<file path="src/ovpseq_pkg.sv">
package ovpseq_pkg;

   // ----------------------------------------
   // Timing
   // ----------------------------------------
   localparam int unsigned OVPSEQ_CLK_HZ = 25000000;
   localparam int unsigned OVPSEQ_START_MS = 50;
   localparam int unsigned OVPSEQ_BLANK_MS = 50;
   localparam int unsigned OVPSEQ_START_CYC = OVPSEQ_CLK_HZ / 1000 * OVPSEQ_START_MS;
   localparam int unsigned OVPSEQ_BLANK_CYC = OVPSEQ_CLK_HZ / 1000 * OVPSEQ_BLANK_MS;
   localparam int unsigned OVPSEQ_CNT_W = 21;

   // ----------------------------------------
   // Reset values
   // ----------------------------------------
   localparam logic OVPSEQ_GATE_RST = 1'b0;
   localparam logic OVPSEQ_FAULT_OE_RST = 1'b1;

   // ----------------------------------------
   // Types
   // ----------------------------------------
   typedef enum logic [1:0] {
      OVPSEQ_ST_LOCKOUT = 2'b00,
      OVPSEQ_ST_DELAY = 2'b01,
      OVPSEQ_ST_STARTUP = 2'b11,
      OVPSEQ_ST_ON = 2'b10
   } ovpseq_state_e;

   typedef struct packed {
      logic low_supply_lockout;
      logic high_supply_lockout;
      logic enable_b;
   } ovpseq_cond_s;

endpackage

</file>
<file path="src/ovpseq_sync.sv">
`timescale 1ns/100ps
module ovpseq_sync
   import ovpseq_pkg::*;
#(
   parameter int unsigned WIDTH = 3
) (
   // Clock and reset
   input wire logic clk_in,
   input wire logic rst_b_in,
   input wire logic ce_in,
   // Data
   input wire logic [WIDTH-1:0] d_in,
   input wire logic [WIDTH-1:0] rst_val_in,
   output logic [WIDTH-1:0] q_out
);

   if (WIDTH < 1) begin : g_bad_width
      $error("WIDTH must be at least 1");
   end

   logic [WIDTH-1:0] meta_r;
   logic [WIDTH-1:0] meta_nxt;
   logic [WIDTH-1:0] q_r;
   logic [WIDTH-1:0] q_nxt;

   // Reset value is a tie-off constant from the parent; safe under sync reset
   always_comb begin
      meta_nxt = meta_r;
      q_nxt = q_r;
      if (!rst_b_in) begin
         meta_nxt = rst_val_in;
         q_nxt = rst_val_in;
      end else if (ce_in) begin
         meta_nxt = d_in;
         q_nxt = meta_r;
      end
   end

   always_ff @(posedge clk_in) begin
      meta_r <= meta_nxt;
      q_r <= q_nxt;
   end

   assign q_out = q_r;

endmodule

</file>
<file path="src/ovpseq_top.sv">
`timescale 1ns/100ps
// What this block does
// Fault indicator is pulled low during any supply lockout and released in normal operation.
// Gate is driven high only while the supply is inside the valid window.
// Enable is active low; the host holds it low and a high level forces the gate off.
// Enable low never turns on the gate or clears the fault during a lockout.
// Low-supply lockout holds the gate low and the fault asserted.
// High-supply lockout holds the gate low and the fault asserted.
// High-supply lockout asserts the fault with no delay or blanking.
// The fault stays low for a 50 ms blanking time after the gate starts to turn on.
// With the supply valid and enable low, a 50 ms delay passes before startup.
// Startup enables the pump and gate, and on blanking expiry the block goes on with fault released.
// At power-up with the supply outside the window, gate is zero and the fault is low.
// Low-supply lockout in any state at once drives the fault low and the gate to ground.
// The fault indicator is open drain, pulled low only when asserted.
// Lockout or enable high during delay or blanking abandons the sequence and restarts the delay.
module ovpseq_top
   import ovpseq_pkg::*;
#(
   parameter int unsigned START_CYC = OVPSEQ_START_CYC,
   parameter int unsigned BLANK_CYC = OVPSEQ_BLANK_CYC
) (
   // Clock, reset, enable
   input wire logic clk_in,
   input wire logic rst_b_in,
   input wire logic ce_in,
   // Supply comparators and host enable pin
   input wire logic low_supply_lockout_in,
   input wire logic high_supply_lockout_in,
   input wire logic enable_b_in,
   // Charge pump and gate drive
   output logic gate_out,
   // Open-drain fault indicator
   output logic fault_b_out,
   output logic fault_b_oe_out
);

   // ----------------------------------------
   // Parameter checks
   // ----------------------------------------
   // Both counts share one counter, so each must fit its width
   if (START_CYC < 1 || START_CYC >= (1 << OVPSEQ_CNT_W)) begin : g_bad_start
      $error("START_CYC out of range");
   end
   if (BLANK_CYC < 1 || BLANK_CYC >= (1 << OVPSEQ_CNT_W)) begin : g_bad_blank
      $error("BLANK_CYC out of range");
   end

   localparam logic [OVPSEQ_CNT_W-1:0] START_LAST = OVPSEQ_CNT_W'(START_CYC - 1);
   localparam logic [OVPSEQ_CNT_W-1:0] BLANK_LAST = OVPSEQ_CNT_W'(BLANK_CYC - 1);

   // ----------------------------------------
   // Input synchronisers
   // ----------------------------------------
   ovpseq_cond_s cond_raw;
   ovpseq_cond_s cond;
   ovpseq_cond_s cond_rst;

   // Comparators out of sync look like a lockout until proven otherwise
   assign cond_raw = '{low_supply_lockout: low_supply_lockout_in,
                       high_supply_lockout: high_supply_lockout_in,
                       enable_b: enable_b_in};
   assign cond_rst = '{low_supply_lockout: 1'b1, high_supply_lockout: 1'b0, enable_b: 1'b1};

   ovpseq_sync #(
      .WIDTH($bits(ovpseq_cond_s))
   ) u_sync (
      .clk_in(clk_in),
      .rst_b_in(rst_b_in),
      .ce_in(ce_in),
      .d_in(cond_raw),
      .rst_val_in(cond_rst),
      .q_out(cond)
   );

   // ----------------------------------------
   // Qualification
   // ----------------------------------------
   logic lockout;
   logic qualify;

   // Enable low counts for nothing while either lockout stands
   assign lockout = cond.low_supply_lockout | cond.high_supply_lockout;
   assign qualify = !lockout && !cond.enable_b;

   // ----------------------------------------
   // Interval timer
   // ----------------------------------------
   // One counter serves both intervals, which never overlap
   logic [OVPSEQ_CNT_W-1:0] cnt_r;
   logic [OVPSEQ_CNT_W-1:0] cnt_nxt;
   logic cnt_clr;
   logic start_done;
   logic blank_done;

   assign start_done = (cnt_r == START_LAST);
   assign blank_done = (cnt_r == BLANK_LAST);

   always_comb begin
      cnt_nxt = cnt_r;
      if (!rst_b_in) begin
         cnt_nxt = '0;
      end else if (ce_in) begin
         if (cnt_clr) begin
            cnt_nxt = '0;
         end else begin
            cnt_nxt = cnt_r + 1'b1;
         end
      end
   end

   always_ff @(posedge clk_in) begin
      cnt_r <= cnt_nxt;
   end

   // ----------------------------------------
   // Sequencer
   // ----------------------------------------
   ovpseq_state_e state_r;
   ovpseq_state_e state_nxt;

   // Timer runs only while an interval is in progress; cleared otherwise
   always_comb begin
      state_nxt = state_r;
      cnt_clr = 1'b1;
      if (!rst_b_in) begin
         state_nxt = OVPSEQ_ST_LOCKOUT;
      end else if (ce_in) begin
         if (!qualify) begin
            // Any loss of qualification drops back to the full delay
            state_nxt = OVPSEQ_ST_LOCKOUT;
         end else begin
            unique case (state_r)
               OVPSEQ_ST_LOCKOUT: begin
                  state_nxt = OVPSEQ_ST_DELAY;
               end
               OVPSEQ_ST_DELAY: begin
                  if (start_done) begin
                     state_nxt = OVPSEQ_ST_STARTUP;
                  end else begin
                     cnt_clr = 1'b0;
                  end
               end
               OVPSEQ_ST_STARTUP: begin
                  if (blank_done) begin
                     state_nxt = OVPSEQ_ST_ON;
                  end else begin
                     cnt_clr = 1'b0;
                  end
               end
               OVPSEQ_ST_ON: begin
                  state_nxt = OVPSEQ_ST_ON;
               end
            endcase
         end
      end
   end

   always_ff @(posedge clk_in) begin
      state_r <= state_nxt;
   end

   // ----------------------------------------
   // Output drive
   // ----------------------------------------
   logic gate_r;
   logic gate_nxt;
   logic fault_oe_r;
   logic fault_oe_nxt;
   logic fault_lvl_r;
   logic fault_lvl_nxt;

   // Outputs follow the next state so they move with the state change itself
   always_comb begin
      gate_nxt = gate_r;
      fault_oe_nxt = fault_oe_r;
      // Open drain: the data level never leaves low
      fault_lvl_nxt = 1'b0;
      if (!rst_b_in) begin
         gate_nxt = OVPSEQ_GATE_RST;
         fault_oe_nxt = OVPSEQ_FAULT_OE_RST;
      end else if (ce_in) begin
         unique case (state_nxt)
            OVPSEQ_ST_LOCKOUT: begin
               gate_nxt = 1'b0;
               fault_oe_nxt = 1'b1;
            end
            OVPSEQ_ST_DELAY: begin
               gate_nxt = 1'b0;
               fault_oe_nxt = 1'b1;
            end
            OVPSEQ_ST_STARTUP: begin
               gate_nxt = 1'b1;
               // Fault stays asserted through blanking
               fault_oe_nxt = 1'b1;
            end
            OVPSEQ_ST_ON: begin
               gate_nxt = 1'b1;
               fault_oe_nxt = 1'b0;
            end
         endcase
      end
   end

   always_ff @(posedge clk_in) begin
      gate_r <= gate_nxt;
      fault_oe_r <= fault_oe_nxt;
      fault_lvl_r <= fault_lvl_nxt;
   end

   assign gate_out = gate_r;
   assign fault_b_out = fault_lvl_r;
   assign fault_b_oe_out = fault_oe_r;

endmodule

</file>
<file path="config.mk">
export PLATFORM = sky130hd
export DESIGN_NAME = ovpseq_top
export DESIGN_NICKNAME = d
export VERILOG_FILES = /design/src/ovpseq_pkg.sv /design/src/ovpseq_sync.sv /design/src/ovpseq_top.sv
export SDC_FILE = /design/constraint.sdc
export NUM_CORES = 1
export LEC_CHECK = 0
export BUFFER_PORTS_ARGS = -buffer_cell sky130_fd_sc_hd__clkbuf_2
export CORE_MARGIN = 2
export CORE_UTILIZATION = 41
export CTS_CLUSTER_SIZE = 40
export DETAILED_ROUTE_END_ITERATION = 12
export HOLD_SLACK_MARGIN = 0.06
export PLACE_DENSITY_LB_ADDON = 0.1
export SYNTH_ARGS = -nofsm -noshare
export SYNTH_HDL_FRONTEND = slang
export SYNTH_SLANG_ARGS = --single-unit
</file>
<file path="constraint.sdc">
create_clock -name clk_in -period 5 [get_ports clk_in]
set_input_delay 0.75 -clock clk_in [delete_from_list [all_inputs] [get_ports clk_in]]
set_output_delay 0.75 -clock clk_in [all_outputs]
set_load 0.02 [all_outputs]
</file>
==> flow_metrics.tcl, run 1 <==
set metrics [dict create \
    status "completed" \
    nFillCells 367 \
    cts_hold_buf 0 \
    die_area_sq_um 4200 \
    p_per_area_nw_per_um2 309 \
    whs_path_depth 2 \
    worst_slack_ns 2.47 \
    cap_violations 0 \
    antenna_left 0 \
    drv_slew 0 \
    cp-start-kind "flop" \
    hp-start "u_sync.meta_r[2]" \
    cp-end-kind "flop" \
    yosysSeqAreaShare_pct 40.9 \
    rsz0062_at_grt "no" \
    first_pass_iters 6 \
    synth_cell_types 38 \
    synth_commonest_cells "31 x dfxtp_1, 23 x nand2_1, 15 x a21oi_1" \
    tns_ns 0 \
    nets 193 \
    hold_viol 0 \
    grt_pass1_vias 1215 \
    cts.reportedPaths.clkPinSlew_ns 0.07 \
    leakage_nw 0.596 \
    reg2reg_from "u_sync.q_out[0]" \
    synth_area_leaders "dfxtp_1 41%, mux2i_1 7.3%, nand2_1 5.7%" \
    dp_hpwl_um 2240 \
    post-place-ws_ns 2.39 \
    root_buffer "clkbuf_8" \
    p_int_mw 0.416 \
    cts_made_buffers 5 \
    ys_ff_latch 31 \
    whs_ns 0.475 \
    skew_ns 0.00461 \
    seq_area_sq_um 621 \
    maxSlewHeadroom_pct 21.3 \
    num_vias 1352 \
    async_flop_share_pct 0 \
    via_per_inst 5.75 \
    hp-class "flop to flop" \
    period_share_pct 50.5 \
    synth_area_sq_um 1520 \
    tightest_slew_ns 1.17 \
    rows 22 \
    post_cts_resized 0 \
    drive_gt1_share_pct 10.7 \
    cts_max_level 2 \
    cts_tree "yes" \
    synthToLayoutAreaGrowth_pct 11.5 \
    grt_pass1_wl_um 5510 \
    arrival_ns 2.75 \
    die_width_um 64.8 \
    pwr-share-comb_pct 3.2 \
    period_needed_ns 2.53 \
    die_h_um 64.8 \
    synth_edf_count 0 \
    syn_avg_cell_area_sq_um 8.38 \
    multi_input_area_sq_um 835 \
    grt_max_degree 22 \
    synth_top_area_share_pct 40.9 \
    ir_drop_mv 0.178 \
    worst_skew_pair.late_latency_ns 0.28 \
    clkSinkCount 31 \
    worstPathRequired_ns 5.23 \
    routed_wl_um 3160 \
    rrSetupSlack_ns 2.47 \
    yosys_warnings 0 \
    p_clk_share_pct 48.8 \
    p_sw_mw 0.105 \
    total_power_mw 0.522 \
    coreArea_sq_um 3610 \
    yosysTopAreaCell "dfxtp_1" \
    drc_errors 0 \
    synth_cells 181 \
    io_buffers 7 \
    fmax_mhz 396 \
    syn-num-nets 188 \
    synth_ff_type "dfxtp_1" \
    crit_type "flop to flop" \
    r2r-end "cnt_r[11]" \
    wire_per_inst_um 13.4 \
    r2r_cells 6 \
    cts_max_path_buffers 2 \
    n_antenna_cell 0 \
    finalSetupViolCount 0 \
    pwr-share-seq_pct 48.0 \
    place.gp.congestion 0.725 \
    yosysMostFrequentCell "dfxtp_1" \
    drtIter0Drc 92 \
    grtUsageTotal_pct 17.3 \
    hold_path_end "u_sync.meta_r[2]" \
    cts_setup_buffers 0 \
    p_sw_share_pct 20.2 \
    initial_utilization_pct 42.1 \
    grt.overflow.total 0 \
    io_pins 9 \
    critical_path.max_fanout 20 \
    finish.utilization_pct 46.9 \
    antenna_found_initial 0 \
]
-- state kept, by name, indices dropped and copies added, names as in the netlist --
signal	flops
state_r	2
cnt_r	21
u_sync.meta_r	3
fault_b_oe_out	1
gate_out	1
u_sync.q_out	3
-- worst max-delay path, cell delays in order, from the launching register on --
cell	delay, ns
dfxtp_1	0.32
nor3_1	0.61
nand4_1	0.24
a21oi_2	0.56
buf_4	0.35
nor3b_1	0.24
a311o_1	0.14
-- final cells by class --
type | count | share of cell area [%]
multi-input cells | 136 | 49.4
flip-flops and latches | 31 | 36.7
clock buffers | 6 | 4.89
well taps | 48 | 3.55
repair buffers | 8 | 2.52
clock inverters | 2 | 2.07
inverters | 4 | 0.888
-- how the worst max path moves through the flow --
| stage | from | to | slack, ns | cells past startpoint |
|---|---|---|---|---|
| after floorplan | ce_in | cnt_r[15] | 3.07 | 6 |
| after global placement | ce_in | cnt_r[11] | 2.51 | 6 |
| after detailed placement | ce_in | cnt_r[11] | 2.39 | 6 |
| after CTS | u_sync.q_out[0] | cnt_r[11] | 2.48 | 6 |
| after global routing | u_sync.q_out[0] | cnt_r[20] | 2.25 | 6 |
| final | u_sync.q_out[0] | cnt_r[11] | 2.47 | 6 |
-- power by group through the flow --
stage | clock, mW | sequential (mW) | combinational, mW
after floorplan | 0 | 0.256 | 0.0135
after global placement | 0 | 0.256 | 0.0167
after detailed placement | 0 | 0.256 | 0.0171
after global routing | 0.271 | 0.250 | 0.0193
after CTS | 0.259 | 0.250 | 0.0171
final | 0.254 | 0.250 | 0.0169
-- placed cells by master (no fill, tap or decap), types with 2 or more instances in the layout --
cell type and n:
inv_1 4, nand4_1 6, nand3_1 14, a31oi_1 10, clkbuf_8 6, nor4_1 2, a41oi_1 3, and3_1 4
nor2_1 8, dfxtp_1 31, nor2b_1 5, nor3_1 2, nand2_1 23, a21oi_1 15, nand2b_1 5, mux2i_1 11
clkbuf_2 7, o21ai_0 9
-- layer usage --
layer | wire, um | vias up | GRT usage, %
met5 | 0 | - | 0
met4 | 57 | 0 | 7.18
met3 | 104 | 5 | 5.73
met2 | 1530 | 20 | 28.5
met1 | 1470 | 652 | 20.6
li1 | - | 675 | -
-- cell families (layout without fill, tap and decap cells) --
kind of cell	count (synthesis)	in the layout	share of synthesized area, %
simple gates	78	78	28.4
compound gates	45	45	18.3
flops	31	31	40.9
buf+inv	14	20	4.04
mux	11	11	7.26
fa+ha+maj	1	1	0.825
other cells	1	1	0.247
-- stage by stage --
step | instance area [sq um] | std cells
2_1_floorplan | 1520 | 181
3_3_place_gp | 1570 | 227
6_report | 1690 | 235
5_1_grt | 1690 | 235
4_1_cts | 1690 | 235
3_5_place_dp | 1570 | 227
(Power assumes the default switching activity.)
==> inputs of run 2 (changes only) <==
--- a/config.mk
+++ b/config.mk
@@ -5,6 +5,7 @@
 export SDC_FILE = /design/constraint.sdc
 export NUM_CORES = 1
 export LEC_CHECK = 0
+export ABC_AREA = 1
 export BUFFER_PORTS_ARGS = -buffer_cell sky130_fd_sc_hd__clkbuf_2
 export CORE_MARGIN = 2
 export CORE_UTILIZATION = 41
==> constraint.sdc (replaced) <==
create_clock -name clk_in -period 2.4 [get_ports clk_in]
set_input_delay 0.36 -clock clk_in [delete_from_list [all_inputs] [get_ports clk_in]]
set_output_delay 0.36 -clock clk_in [all_outputs]
set_load 0.02 [all_outputs]
==> run 2 against run 1 <==
  * Total power increased by 94%
  * Flip-flop and latch count unchanged
  * Combinational power increased by 120%
  * Sequential share of layout area decreased by 3.8 points
  * Synthesized cell count increased by 48%
  * First-iteration DRC count decreased by 13%
  * Worst setup slack got worse by 1.7 ns
  * Largest cell class unchanged
  * Highest routed layer unchanged
==> flow_metrics.tcl, run 2 <==
set metrics [dict create \
    post-place-cells 319 \
    drive_gt1_share_pct 15.5 \
    routed_wl_um 3760 \
    die_h_um 69.0 \
    largest_register_ffs 21 \
    die_width_um 69.0 \
    tns_ns 0 \
    p_clk_share_pct 44.5 \
    io_buffers 7 \
    synth_area_leaders "dfxtp_1 36%, nand2_1 16%, inv_1 6.9%" \
    async_flop_share_pct 0 \
    nets 283 \
    grt_max_degree 17 \
    yosysSeqAreaShare_pct 35.8 \
    die_area_sq_um 4760 \
    io_pins 9 \
    final_cell_mix "76 x nand2_1, 32 x inv_1, 31 x nor2_1, 31 x dfxtp_1" \
    pwr-share-seq_pct 51.8 \
    synth_area_sq_um 1730 \
    drtIter0Drc 80 \
    yosysTopAreaCell "dfxtp_1" \
    initial_utilization_pct 43.0 \
    status "completed" \
    via_per_inst 4.77 \
    arrival_ns 1.83 \
    cap_violations 0 \
    coreArea_sq_um 4030 \
    skew_ns 0.00483 \
    p_sw_mw 0.219 \
    cts_max_level 2 \
    cp-start-kind "flop" \
    synthToLayoutAreaGrowth_pct 8.95 \
    worstPathRequired_ns 2.62 \
    rsz0062_at_grt "no" \
    hp-class "input port to flop" \
    finalSetupViolCount 0 \
    yosysMostFrequentCell "nand2_1" \
    cts_made_buffers 5 \
    syn_avg_cell_area_sq_um 6.49 \
    clkSinkCount 31 \
    yosys_warnings 0 \
    post_cts_resized 0 \
    p_sw_share_pct 21.6 \
    synth_top_area_share_pct 35.8 \
    synth_edf_count 0 \
    pwr-share-comb_pct 3.7 \
    synth_cells 267 \
    n_antenna_cell 0 \
    total_power_mw 1.01 \
    dp_hpwl_um 2760 \
    largest_register "cnt_r" \
    drc_errors 0 \
    placed_area_sq_um 1790 \
    critical_path.max_fanout 16 \
    grt.busiest_layer "met2" \
    ir_drop_mv 0.415 \
    cts_setup_buffers 0 \
    fin_area_sq_um 1890 \
    cp-end-kind "flop" \
    ys_ff_latch 31 \
    root_buffer "clkbuf_8" \
    synth_cell_types 30 \
    grt_use_met3_pct 3.95 \
    layout_commonest_cell "nand2_1" \
    antenna_found_initial 0 \
    fmax_mhz 622 \
    cts_hold_buf 0 \
    wire_per_inst_um 11.5 \
    period_needed_ns 1.61 \
    antenna_left 0 \
    cts_max_path_buffers 2 \
    hold_viol 0 \
    drv_slew 0 \
    worst_skew_pair.late_latency_ns 0.28 \
    cts.reportedPaths.clkPinSlew_ns 0.07 \
    grt_pass1_wl_um 6520 \
    grt_pass1_vias 1429 \
    grt.overflow.total 0 \
    use_met1_pct 24.1 \
    fin_cells 327 \
    cts_tree "yes" \
    period_share_pct 67.0 \
    met2_usage_pct 25.4 \
    synth_ff_type "dfxtp_1" \
    p_int_mw 0.793 \
    syn-num-nets 274 \
    num_vias 1559 \
    rows 23 \
    p_per_area_nw_per_um2 536 \
    grtUsageTotal_pct 16.8 \
    leakage_nw 0.669 \
    place.gp.congestion 0.850 \
    first_pass_iters 4 \
    crit_type "flop to flop" \
    synth_commonest_cells "76 x nand2_1, 32 x inv_1, 31 x dfxtp_1, 31 x nor2_1" \
]
## run 2: cell count changes in the layout (fill, tap and decap cells not counted), sizes merged, moves of 5 or more
cell / before / now
nand2b: 5 / 0
nand2: 23 / 84
nor2b: 5 / 0
inv: 4 / 35
o21ai: 9 / 21
mux2i: 11 / 0
nor2: 8 / 42
a31oi: 10 / 0
## run 2: per-stage QoR
stage	worst slack [ns]	utilization [%]	hold WS (ns)
final	0.791	46.9	0.284
after CTS	0.753	46.9	0.280
after floorplan	1.01	-	0.429
after global routing	0.604	46.9	0.306
after global placement	0.704	44.4	0.438
after detailed placement	0.698	44.4	0.447
## run 2: power by group through the flow
stage / clock [mW] / combinational, mW / sequential, mW
6_report: 0.450 / 0.0374 / 0.524
5_1_grt: 0.488 / 0.0437 / 0.525
4_1_cts: 0.465 / 0.0383 / 0.524
3_5_place_dp: 0 / 0.0382 / 0.536
3_3_place_gp: 0 / 0.0389 / 0.536
2_1_floorplan: 0 / 0.0297 / 0.535
## run 2: layer usage
metal / wire, um / vias up
met5: 0 / -
met4: 32 / 0
met3: 94 / 5
met2: 1620 / 18
met1: 2010 / 677
li1: - / 859
## run 2: path summary, 6_finish.rpt
kind	start	end	slack (ns)	depth (start not counted)
min	high_supply_lockout_in	u_sync.meta_r[1]	0.28	3
min reg2reg	gate_out	gate_out	0.46	2
max reg2reg	cnt_r[0]	cnt_r[19]	0.79	8
max	cnt_r[0]	cnt_r[19]	0.79	8
## run 2: kinds of logic after synthesis
kind of cell,count (synthesis),synth area share (%)
compound gates,39,12.6
simple gates,152,39.3
other cells,1,0.216
xor+xnor,2,1.01
buf+inv,41,10.3
flops,31,35.8
fa+ha+maj,1,0.722
## run 2: final cells by class
class                           instances  area [sq um]
Fill cell                             436          2140
Multi-Input combinational cell        195           935
Sequential cell                        31           621
Inverter                               36           135
Clock buffer                            8           100
Tap cell                               50          62.6
Timing Repair Buffer                    7          35.0
## run 2: critical path: stages (launching register included)
cell and delay, ns:
dfxtp_1 0.34, ha_1 0.23, nand3_1 0.13, nor2_2 0.07, nand3_2 0.08, nand2_2 0.07, nor2_4 0.37, nand2_1 0.12
a21oi_2 0.13
==> inputs of run 3 (changes only) <==
--- a/config.mk
+++ b/config.mk
@@ -5,7 +5,7 @@
 export SDC_FILE = /design/constraint.sdc
 export NUM_CORES = 1
 export LEC_CHECK = 0
-export ABC_AREA = 1
+export ABC_AREA = 0
 export BUFFER_PORTS_ARGS = -buffer_cell sky130_fd_sc_hd__clkbuf_2
 export CORE_MARGIN = 2
 export CORE_UTILIZATION = 41
==> constraint.sdc (replaced) <==
create_clock -name clk_in -period 1.4 [get_ports clk_in]
set_input_delay 0.21 -clock clk_in [delete_from_list [all_inputs] [get_ports clk_in]]
set_output_delay 0.21 -clock clk_in [all_outputs]
set_load 0.02 [all_outputs]
==> run 3 against run 2 <==
  * The run now ends with setup timing left
  * First-iteration DRC count stayed put
  * Combinational power increased by 110%
  * Clock-buffer cell count is 1 lower
  * Register-to-register slack got worse by 1.2 ns
  * Core utilization rose by 14 points
  * Global-route usage rose by 4.0 points
  * Critical path type unchanged
  * Largest cell class unchanged
==> flow_metrics.tcl, run 3 (synthesis results as in run 1) <==
set metrics [dict create \
    drv_slew 0 \
    die_h_um 64.8 \
    crit_path_end "cnt_r[11]" \
    pwr-share-comb_pct 4.4 \
    coreArea_sq_um 3610 \
    rsz0062_at_grt "yes" \
    cp-end-kind "flop" \
    drc_errors 0 \
    cts_max_path_buffers 2 \
    rrSetupSlack_ns -0.43 \
    p_clk_share_pct 44.7 \
    grt_pass1_wl_um 6710 \
    pwr-share-seq_pct 50.9 \
    period_share_pct 130 \
    io_pins 9 \
    finalSetupViolCount 24 \
    clkSinkCount 31 \
    drive_gt1_share_pct 39.7 \
    first_pass_iters 4 \
    cp-start-kind "flop" \
    p_sw_share_pct 22.1 \
    largest_register_ffs 21 \
    wire_per_inst_um 14.1 \
    status "finished, violations left" \
    cap_violations 0 \
    placed_area_sq_um 1980 \
    die_width_um 64.8 \
    n_antenna_cell 0 \
    skew_ns 0.00886 \
    routed_wl_um 3980 \
    cts_tree "yes" \
    grt_max_degree 17 \
    hp-class "input port to flop" \
    grtUsageTotal_pct 20.8 \
    cts.reportedPaths.clkPinSlew_ns 0.07 \
    reg2reg_from "cnt_r[19]" \
    root_buffer "clkbuf_8" \
    fin_area_sq_um 2180 \
    grt.overflow.total 0 \
    fmax_mhz 548 \
    r2r-end "cnt_r[11]" \
    antenna_found_initial 0 \
    via_per_inst 5.39 \
    cpMaxStageDelayCell "or4_4" \
    final_cell_mix "46 x buf_4, 26 x dfxtp_1, 22 x nand2_1" \
    worstPathRequired_ns 1.57 \
    critical_path.max_fanout 7 \
    path_cells "or4_4, nor4_4, a21oi_4, and3_1, a311o_1" \
    tightest_slew_ns 0.984 \
    largest_register "cnt_r" \
    initial_utilization_pct 42.1 \
    cts_made_buffers 5 \
    grt_pass1_vias 1515 \
    antenna_left 0 \
    die_area_sq_um 4200 \
    nets 240 \
    hold_viol 0 \
    layout_commonest_cell "buf_4" \
    cts_hold_buf 0 \
    synthToLayoutAreaGrowth_pct 43.6 \
    worst_skew_pair.late_latency_ns 0.28 \
    cts_max_level 2 \
    p_per_area_nw_per_um2 807 \
    leakage_nw 0.873 \
    dp_hpwl_um 2880 \
    period_needed_ns 1.83 \
    r2r_cells 5 \
    arrival_ns 2.00 \
    io_buffers 7 \
    p_sw_mw 0.389 \
    violations "setup timing" \
    critPathMaxStageDelay_ns 0.53 \
    crit_type "flop to flop" \
    num_vias 1519 \
    ir_drop_mv 0.569 \
    whs_ns 0.152 \
    startpoint "cnt_r[19]" \
    p_int_mw 1.37 \
    drtIter0Drc 80 \
    maxSlewHeadroom_pct 34.3 \
    rows 22 \
    place.gp.congestion 0.814 \
    worst_slack_ns -0.425 \
]
## run 3: cell count changes in the layout (fill, tap and decap cells not counted), sizes merged, moves of 10 or more
| cell | previous run | this run |
|---|---|---|
| nand2 | 84 | 23 |
| nor2 | 42 | 8 |
| inv | 35 | 4 |
| a31oi | 0 | 10 |
| mux2i | 0 | 11 |
| buf | 0 | 48 |
| o21ai | 21 | 9 |
## run 3: through the flow
stage / util [%] / total power, mW / worst slack (ns) / TNS, ns / instances
6_report: 60.4 / 1.76 / -0.425 / -7.67 / 282
4_1_cts: 59.5 / 1.78 / -0.427 / -7.20 / 281
2_1_floorplan: - / 0.964 / -0.389 / -5.50 / 181
3_5_place_dp: 54.8 / 0.991 / -0.406 / -6.71 / 271
5_1_grt: 60.4 / 1.83 / -0.499 / -9.43 / 282
3_3_place_gp: 54.8 / 0.988 / -0.356 / -5.86 / 271
## run 3: what timing repair did
action	in CTS	in global routing
pin swaps	7	1
gates resized for setup	15	4
buffers inserted	3	2
endpoints found under the setup margin	24	24
gates cloned	0	0
## run 3: power groups by stage
stage	Combinational (mW)	Sequential, mW	Clock [mW]
detailed placement	0.0766	0.915	0
global placement	0.0739	0.914	0
global route	0.0869	0.894	0.853
finish	0.0780	0.895	0.786
floorplan	0.0510	0.913	0
CTS	0.0778	0.894	0.806
## run 3: worst min-delay path by stage
stage	startpoint	end	slack [ns]	cells past startpoint
2_1_floorplan	enable_b_in	u_sync.meta_r[0]	0.34	2
3_3_place_gp	enable_b_in	u_sync.meta_r[0]	0.43	3
3_5_place_dp	low_supply_lockout_in	u_sync.meta_r[2]	0.44	3
4_1_cts	low_supply_lockout_in	u_sync.meta_r[2]	0.15	3
5_1_grt	enable_b_in	u_sync.meta_r[0]	0.19	3
6_report	low_supply_lockout_in	u_sync.meta_r[2]	0.15	3
## run 3: routing by layer
metal / share of wire (%) / track usage (%) / routed length, um
met5: 0 / 0 / 0
met1: 44 / 24.0 / 1770
met3: 3.8 / 4.17 / 153
met2: 49 / 35.7 / 1960
met4: 2.3 / 11.7 / 93
## run 3: cell type report
class	count	area [sq um]
fillers	319	1430
multi-input cells	136	970
flip-flops and latches	31	627
repair buffers	55	403
clock buffers	7	96.3
well taps	48	60.1
inverters	4	15.0
clock inverters	1	7.51
## run 3: critical path: cells and delay by family, from the launching register on
family	cells	cell delay, ns
AO/OA/AOI/OAI	2	0.44
flip-flops	1	0.32
AND/OR/NAND/NOR	3	0.96
